$ cat config.mk
export PLATFORM = sky130hd
export DESIGN_NAME = tmc_timer
export DESIGN_NICKNAME = d
export VERILOG_FILES = /design/src/tmc_pkg.sv /design/src/tmc_prescaler.sv /design/src/tmc_timer.sv
export SDC_FILE = /design/constraint.sdc
export NUM_CORES = 1
export LEC_CHECK = 0
export BUFFER_PORTS_ARGS = -buffer_cell sky130_fd_sc_hd__buf_2
export CORE_MARGIN = 2
export CORE_UTILIZATION = 50
export DETAILED_ROUTE_END_ITERATION = 7
export GPL_TIMING_DRIVEN = 1
export PLACE_DENSITY = 0.81
export SLEW_MARGIN = 20
export SYNTH_ARGS = -nofsm -noshare
export SYNTH_HDL_FRONTEND = slang
export SYNTH_HIERARCHICAL = 1
export SYNTH_SLANG_ARGS = --single-unit
$ cat constraint.sdc
create_clock -name aclk -period 2.8 [get_ports aclk]
set_input_delay 0.42 -clock aclk [delete_from_list [all_inputs] [get_ports aclk]]
set_output_delay 0.42 -clock aclk [all_outputs]
set_load 0.05 [all_outputs]
$ cat src/tmc_pkg.sv
package tmc_pkg;
	// ------------------------------------------------------------
	// register map
	// ------------------------------------------------------------
	localparam logic [3:0]  TMC_CTRL_OFS   = 4'h0;
	localparam logic [3:0]  TMC_COUNT_OFS  = 4'h4;
	localparam logic [3:0]  TMC_STATUS_OFS = 4'h8;
	localparam logic [15:0] TMC_CTRL_RST   = 16'h0000;
	localparam logic [15:0] TMC_CTRL_MASK  = 16'hA376;
	localparam logic [1:0]  TMC_RESP_OKAY   = 2'h0;
	localparam logic [1:0]  TMC_RESP_SLVERR = 2'h2;

	// ------------------------------------------------------------
	// control field positions
	// ------------------------------------------------------------
	localparam int TMC_BIT_RUN   = 15;
	localparam int TMC_BIT_IDLE  = 13;
	localparam int TMC_BIT_ESRC  = 8;
	localparam int TMC_BIT_GATE  = 6;
	localparam int TMC_BIT_PS    = 4;
	localparam int TMC_BIT_SYNC  = 2;
	localparam int TMC_BIT_CSRC  = 1;

	// ------------------------------------------------------------
	// encodings and counts
	// ------------------------------------------------------------
	localparam logic [1:0] TMC_ESRC_SEC_OSC = 2'h0;
	localparam logic [1:0] TMC_ESRC_PIN     = 2'h1;
	localparam logic [1:0] TMC_ESRC_LP_RC   = 2'h2;
	localparam logic [1:0] TMC_ESRC_GEN   = 2'h3;
	localparam logic [7:0] TMC_DIV1_M     = 8'h00;
	localparam logic [7:0] TMC_DIV8_M     = 8'h07;
	localparam logic [7:0] TMC_DIV64_M    = 8'h3F;
	localparam logic [7:0] TMC_DIV256_M   = 8'hFF;
	// internal instruction clock is the system clock divided by two
	localparam logic [0:0] TMC_INST_DIV_M = 1'h1;

	typedef struct packed {
		logic       run;
		logic       idle_stop;
		logic [1:0] ext_src;
		logic       gate_acc;
		logic [1:0] prescale;
		logic       ext_sync;
		logic       clk_src;
	} tmc_ctrl_t;

	typedef struct packed {
		logic secondary_oscillator;
		logic low_power_rc_oscillator;
		logic pin;
		logic gen;
	} tmc_ext_t;
endpackage

$ cat src/tmc_prescaler.sv
`timescale 1ns/1ps
`default_nettype none
module tmc_prescaler (
	input  wire logic       aclk,     // system clock
	input  wire logic       aresetn,  // sync reset, active low
	input  wire logic       tick_in,  // selected source tick
	input  wire logic [1:0] sel,      // prescale select
	output logic            tick_out  // divided tick
);
	import tmc_pkg::*;

	logic [7:0] cnt_q;
	logic [7:0] cnt_d;
	logic [7:0] mask;

	// ------------------------------------------------------------
	// ratio decode
	// ------------------------------------------------------------
	assign mask = (sel == 2'h3) ? TMC_DIV256_M :
	              (sel == 2'h2) ? TMC_DIV64_M  :
	              (sel == 2'h1) ? TMC_DIV8_M   : TMC_DIV1_M;     // [RULE6]
	assign tick_out = tick_in && ((cnt_q & mask) == mask);    // [RULE6]
	assign cnt_d    = tick_out ? 8'h00 : cnt_q + 8'h01;

	always_ff @(posedge aclk)
	begin
		if (!aresetn)
			cnt_q <= 8'h00;
		else if (tick_in)
			cnt_q <= cnt_d;
	end
endmodule
`default_nettype wire

$ cat src/tmc_timer.sv
// The AXI4-Lite register port and the register offsets were decided locally.
`timescale 1ns/1ps
`default_nettype none
// Notes on behaviour
// RULE1 - the run bit 15 starts the 16-bit counter and clearing it stops it.
// RULE2 - with idle-stop bit 13 set the counter halts in idle, else it keeps running.
// RULE3 - unimplemented control bits, bit 7 among them, ignore writes and read zero.
// RULE4 - bits 9-8 pick the external source: 11 generic, 10 rc osc, 01 own pin, 00 secondary.
// RULE5 - gate bit 6 enables gated accumulation on the internal clock only.
// RULE6 - the prescale field divides the source by 256, 64, 8 or 1.
// RULE7 - the sync bit synchronises the external clock, only with external source.
// RULE8 - source select 1 takes the extended source, 0 the system clock over two.
// RULE9 - gated accumulation counts prescaled ticks only while the gate is high.
module tmc_timer (
	input  wire logic          aclk,          // 200 MHz system clock
	input  wire logic          aresetn,       // sync reset, active low
	input  wire logic          idle_mode,     // device idle state
	input  wire tmc_pkg::tmc_ext_t ext_clk,   // external clock sources
	input  wire logic          gate_in,       // gate input pin
	input  wire logic [3:0]    s_axi_awaddr,  // write address
	input  wire logic          s_axi_awvalid, // write address valid
	output logic               s_axi_awready, // write address ready
	input  wire logic [31:0]   s_axi_wdata,   // write data
	input  wire logic [3:0]    s_axi_wstrb,   // write strobes
	input  wire logic          s_axi_wvalid,  // write data valid
	output logic               s_axi_wready,  // write data ready
	output logic [1:0]         s_axi_bresp,   // write response
	output logic               s_axi_bvalid,  // write response valid
	input  wire logic          s_axi_bready,  // write response ready
	input  wire logic [3:0]    s_axi_araddr,  // read address
	input  wire logic          s_axi_arvalid, // read address valid
	output logic               s_axi_arready, // read address ready
	output logic [31:0]        s_axi_rdata,   // read data
	output logic [1:0]         s_axi_rresp,   // read response
	output logic               s_axi_rvalid,  // read valid
	input  wire logic          s_axi_rready,  // read ready
	output logic [15:0]        count,         // counter value
	output logic               count_tick     // counter advanced
);
	import tmc_pkg::*;

	// ------------------------------------------------------------
	// state
	// ------------------------------------------------------------
	logic [15:0] ctrl_q;
	logic [15:0] count_q;
	logic        aw_q;
	logic [3:0]  awaddr_q;
	logic        w_q;
	logic [31:0] wdata_q;
	logic [3:0]  wstrb_q;
	logic        bvalid_q;
	logic [1:0]  bresp_q;
	logic        rvalid_q;
	logic [31:0] rdata_q;
	logic [1:0]  rresp_q;
	logic        inst_q;
	logic        ext_prev_q;
	logic        sync1_q;
	logic        sync2_q;
	logic        sync_prev_q;
	tmc_ctrl_t   cf;

	// ------------------------------------------------------------
	// control fields
	// ------------------------------------------------------------
	assign cf.run       = ctrl_q[TMC_BIT_RUN];
	assign cf.idle_stop = ctrl_q[TMC_BIT_IDLE];
	assign cf.ext_src   = ctrl_q[TMC_BIT_ESRC +: 2];
	assign cf.gate_acc  = ctrl_q[TMC_BIT_GATE];
	assign cf.prescale  = ctrl_q[TMC_BIT_PS +: 2];
	assign cf.ext_sync  = ctrl_q[TMC_BIT_SYNC];
	assign cf.clk_src   = ctrl_q[TMC_BIT_CSRC];

	// ------------------------------------------------------------
	// source selection
	// ------------------------------------------------------------
	logic ext_raw;
	logic ext_used;
	logic ext_rise;
	logic inst_tick;
	logic src_tick;
	logic ps_tick;
	logic gate_ok;
	logic halt;
	logic adv;

	assign ext_raw =
		(cf.ext_src == TMC_ESRC_GEN)   ? ext_clk.gen :
		(cf.ext_src == TMC_ESRC_LP_RC) ? ext_clk.low_power_rc_oscillator :
		(cf.ext_src == TMC_ESRC_PIN)   ? ext_clk.pin :
		                                 ext_clk.secondary_oscillator;        // [RULE4]
	// unsynchronised mode edge-detects the raw pin level directly: no metastability
	// filter, two cycles less latency
	assign ext_used  = cf.ext_sync ? sync2_q : ext_raw;                  // [RULE7]
	assign ext_rise  = ext_used && !(cf.ext_sync ? sync_prev_q : ext_prev_q);
	assign inst_tick = (inst_q == TMC_INST_DIV_M);
	assign src_tick  = cf.clk_src ? ext_rise : inst_tick;                // [RULE8]
	// gate only matters on the internal clock
	assign gate_ok   = cf.clk_src || !cf.gate_acc || gate_in;            // [RULE5] [RULE9]
	assign halt      = cf.idle_stop && idle_mode;                        // [RULE2]
	assign adv       = cf.run && !halt && ps_tick && gate_ok;            // [RULE1]

	tmc_prescaler u_ps (
		.aclk     (aclk),
		.aresetn  (aresetn),
		.tick_in  (src_tick && cf.run && !halt),
		.sel      (cf.prescale),
		.tick_out (ps_tick)
	);

	always_ff @(posedge aclk)
	begin
		if (!aresetn)
		begin
			inst_q      <= 1'b0;
			ext_prev_q  <= 1'b0;
			sync1_q     <= 1'b0;
			sync2_q     <= 1'b0;
			sync_prev_q <= 1'b0;
			count_q     <= 16'h0000;
		end
		else
		begin
			inst_q      <= inst_q + 1'b1;
			ext_prev_q  <= ext_raw;
			sync1_q     <= ext_raw;
			sync2_q     <= sync1_q;
			sync_prev_q <= sync2_q;
			if (adv)
				count_q <= count_q + 16'h0001;                       // [RULE1] [RULE9]
		end
	end

	assign count      = count_q;
	assign count_tick = adv;

	// ------------------------------------------------------------
	// axi4-lite slave
	// ------------------------------------------------------------
	logic        do_wr;
	logic [31:0] wmask;
	logic [15:0] ctrl_new;
	logic        wr_hit;
	logic        rd_ctrl;
	logic        rd_cnt;
	logic        rd_stat;
	logic        do_rd;

	assign s_axi_awready = !aw_q && !bvalid_q;
	assign s_axi_wready  = !w_q && !bvalid_q;
	assign do_wr  = aw_q && w_q && !bvalid_q;
	assign wmask  = {{8{wstrb_q[3]}}, {8{wstrb_q[2]}}, {8{wstrb_q[1]}}, {8{wstrb_q[0]}}};
	assign wr_hit = (awaddr_q == TMC_CTRL_OFS);
	// unimplemented bits are never stored, so they read back zero
	assign ctrl_new = ((ctrl_q & ~wmask[15:0]) | (wdata_q[15:0] & wmask[15:0]))
	                  & TMC_CTRL_MASK;                                   // [RULE3]
	assign s_axi_bvalid = bvalid_q;
	assign s_axi_bresp  = bresp_q;

	assign s_axi_arready = !rvalid_q;
	assign do_rd   = s_axi_arvalid && !rvalid_q;
	assign rd_ctrl = (s_axi_araddr == TMC_CTRL_OFS);
	assign rd_cnt  = (s_axi_araddr == TMC_COUNT_OFS);
	assign rd_stat = (s_axi_araddr == TMC_STATUS_OFS);
	assign s_axi_rvalid = rvalid_q;
	assign s_axi_rdata  = rdata_q;
	assign s_axi_rresp  = rresp_q;

	always_ff @(posedge aclk)
	begin
		if (!aresetn)
		begin
			aw_q     <= 1'b0;
			awaddr_q <= 4'h0;
			w_q      <= 1'b0;
			wdata_q  <= 32'h00000000;
			wstrb_q  <= 4'h0;
			bvalid_q <= 1'b0;
			bresp_q  <= TMC_RESP_OKAY;
			ctrl_q   <= TMC_CTRL_RST;
		end
		else
		begin
			if (s_axi_awvalid && s_axi_awready)
			begin
				aw_q     <= 1'b1;
				awaddr_q <= s_axi_awaddr;
			end
			if (s_axi_wvalid && s_axi_wready)
			begin
				w_q     <= 1'b1;
				wdata_q <= s_axi_wdata;
				wstrb_q <= s_axi_wstrb;
			end
			if (do_wr)
			begin
				aw_q     <= 1'b0;
				w_q      <= 1'b0;
				bvalid_q <= 1'b1;
				bresp_q  <= wr_hit ? TMC_RESP_OKAY : TMC_RESP_SLVERR;
				if (wr_hit)
					ctrl_q <= ctrl_new;
			end
			else if (bvalid_q && s_axi_bready)
				bvalid_q <= 1'b0;
		end
	end

	always_ff @(posedge aclk)
	begin
		if (!aresetn)
		begin
			rvalid_q <= 1'b0;
			rdata_q  <= 32'h00000000;
			rresp_q  <= TMC_RESP_OKAY;
		end
		else if (do_rd)
		begin
			rvalid_q <= 1'b1;
			rresp_q  <= (rd_ctrl || rd_cnt || rd_stat) ? TMC_RESP_OKAY : TMC_RESP_SLVERR;
			rdata_q  <= rd_ctrl ? {16'h0000, ctrl_q} :                       // [RULE3]
			            rd_cnt  ? {16'h0000, count_q} :
			            rd_stat ? {29'h00000000, halt, gate_in, ext_used} : 32'h00000000;
		end
		else if (rvalid_q && s_axi_rready)
			rvalid_q <= 1'b0;
	end
endmodule
`default_nettype wire

==> impl_metrics.py <==
metrics = {
    "grt": {
        "grt_max_degree": 34,
        "grt.overflow.total": 0,
        "antenna_found_initial": 0,
        "grt_usage_pct": 20.7,
        "grt_pass1_vias": 2583,
        "grt_pass1_wl_um": 12000,
    },
    "power_and_ir_drop": {
        "ir_drop_uv": 384,
        "power_leakage_nw": 1.68,
        "p_per_area_nw_per_um2": 565,
    },
    "yosys": {
        "ys.flop_type": "dfxtp_1",
        "netlist_area_um2": 3340,
        "synth_common_cells": "74 x dfxtp_1, 43 x nor2_1, 39 x nand2_1",
        "synth_area_leaders": "dfxtp_1 44%, mux2i_1 7.8%, a21oi_1 5.2%",
        "synth_warnings": 6,
        "synth_most_common_cell": "dfxtp_1",
        "ys_seq_area_share_pct": 44.4,
        "synth_seq_cells": 74,
        "ys_async_sr_fraction_pct": 0,
        "yosysUniqueCellTypes": 48,
        "syn_avg_cell_area_um2": 8.74,
        "syn_inst": 382,
        "yosys.area.top_type": "dfxtp_1",
        "synth.top_cell.area_share_pct": 44.4,
        "synth-edff-count": 0,
    },
    "route": {
        "avgViaCountPerCell": 5.50,
        "drtIter0Drc": 198,
        "postRouteAntennaNets": 0,
        "drc": 10,
        "via_count": 2932,
        "dr.pass1.iters": 8,
        "wl_per_cell_um": 14.0,
        "routed_wl_um": 7460,
    },
    "outcome": {
        "violations": "DRC",
        "status": "complete, but fails checks",
    },
    "placed_design": {
        "hpwl_um": 5330,
        "io_buffers": 71,
        "place_congestion": 0.819,
        "place_area_um2": 3680,
    },
    "final_layout": {
        "insertedDiodeCount": 0,
        "stdcell_area_um2": 3900,
        "syn_to_final_growth_pct": 16.9,
        "fin_nets": 510,
        "drive_above_1_share_pct": 21.5,
    },
    "sta": {
        "layout_min_cycle_time_ps": 2570,
        "relSlewSlack_pct": 62.6,
        "drv_slew": 0,
        "setup-violations-final": 0,
        "clock_skew_ps": 7.41,
        "rsz0062_at_grt": "no",
        "setup_tns_ps": 0,
        "fin_crit_sh_pct": 91.7,
        "hold_violations": 0,
        "fmax_mhz": 390,
        "worst_pin_slew_ps": 555,
    },
    "cts": {
        "clock_path_buffers": 2,
        "cts_tree": "yes",
        "cts_hold_buf": 0,
        "cts_setup_buffers": 0,
        "cts_buffers": 9,
        "cts_sinks": 74,
        "root_buffer": "clkbuf_8",
        "cts.repair.resized": 0,
        "h-tree-depth": 3,
        "clock_latency_ps": 340,
        "clk_pin_slew_ps": 80,
    },
    "setup_path": {
        "path_delay_family": "multiplexers",
        "path_buf_inv": 2,
        "cp_max_fo": 6,
        "slowest_stage": "mux4_2",
        "cp_num_cells": 7,
        "crit_end": "count_tick",
        "critPathArrivalTime_ps": 2150,
        "r2r_slack_ps": 400,
        "worstSetupEndpointType": "primary output",
        "reg2reg_depth": 6,
        "startpoint_type": "flip-flop",
        "slowest_delay_ps": 570,
        "r2r_end": "count[14]",
        "worstSetupPathType": "flip-flop to primary output",
        "cp_data_required_time_ps": 2380,
        "path_cells": "mux4_2, a21oi_1, nor2_1, and3_1, nand3_1, inv_1, buf_2",
    },
    "floorplan": {
        "dieWidth_um": 85.7,
        "dieArea_um2": 7350,
        "rows": 29,
        "core_region_area_um2": 6420,
        "start_util_pct": 52.0,
        "fp.dieH_um": 85.7,
        "io_pins": 115,
    },
    "worst_hold_path": {
        "hold_path.class": "primary input to flip-flop",
    },
    "run": {
        "cap_violations": 0,
    },
}
[tightest hold or removal path: stages]
cell,delay (ps)
buf_2,100
nand2_1,40
a21oi_1,50
[cell families after synthesis]
logic type                 Yosys count  synth area share [%]
muxes                               27                  8.47
and+or+nand+nor                    151                  23.0
buffers and inverters               46                  7.72
adders and majority gates            2                 0.749
other                                1                 0.112
xor gates and xnor gates             5                  1.31
AOI/OAI and AO/OA                   76                  14.3
DFF                                 74                  44.4
[per-layer routing]
layer | up-vias | wire length [um] | track usage (%)
met5 | - | 0 | 0
met1 | 1319 | 3250 | 25.6
met3 | 18 | 584 | 5.77
met2 | 141 | 3450 | 33.6
li1 | 1454 | - | -
met4 | 0 | 170 | 9.52
[power by group]
| part | switching, mW | internal, mW |
|---|---|---|
| clock | 0.376 | 0.523 |
| sequential | 0.0144 | 1.08 |
| combinational | 0.161 | 0.0553 |
| total | 0.551 | 1.66 |
[worst min-delay path by stage]
| stage | from | endpoint | slack [ps] | cells past startpoint |
|---|---|---|---|---|
| final | s_axi_wstrb[0] | wstrb_q[0] | 300 | 3 |
| after floorplan | inst_q | inst_q | 390 | 1 |
| after detailed placement | inst_q | inst_q | 400 | 1 |
| after global routing | s_axi_wstrb[0] | wstrb_q[0] | 290 | 3 |
| after global placement | inst_q | inst_q | 400 | 1 |
| after CTS | s_axi_wstrb[0] | wstrb_q[0] | 290 | 3 |
[layout make-up]
type | instances | area (um^2)
clock buffer | 11 | 141
inverter | 9 | 33.8
multi-input combinational | 279 | 1660
clock inverter | 5 | 77.6
timing repair buffer | 78 | 408
sequential | 74 | 1480
fill | 588 | 2520
tap | 77 | 96.3
[metrics by stage]
step,setup WS (ps),hold WS (ps),total power [mW],std cells,util [%]
finish,233,304,2.21,533,60.8
global route,77.2,292,2.30,533,60.8
CTS,212,290,2.23,533,60.8
detailed placement,409,400,1.33,517,57.4
global placement,495,396,1.33,517,57.4
floorplan,597,387,1.30,399,-
[placed cells by master, fill, tap and decap left out, types with 7 or more instances in the layout]
master and count:
buf_2 71, o31ai_1 7, nor3_1 9, dfxtp_1 74, o21ai_0 10, a21oi_1 35
buf_4 7, a22oi_1 8, nand2_1 39, or4_1 7, inv_1 8, conb_1 18
mux2i_1 26, nor2_1 43, nand3_1 9, clkbuf_8 10
No activity file was read; power rests on OpenSTA's default activity.
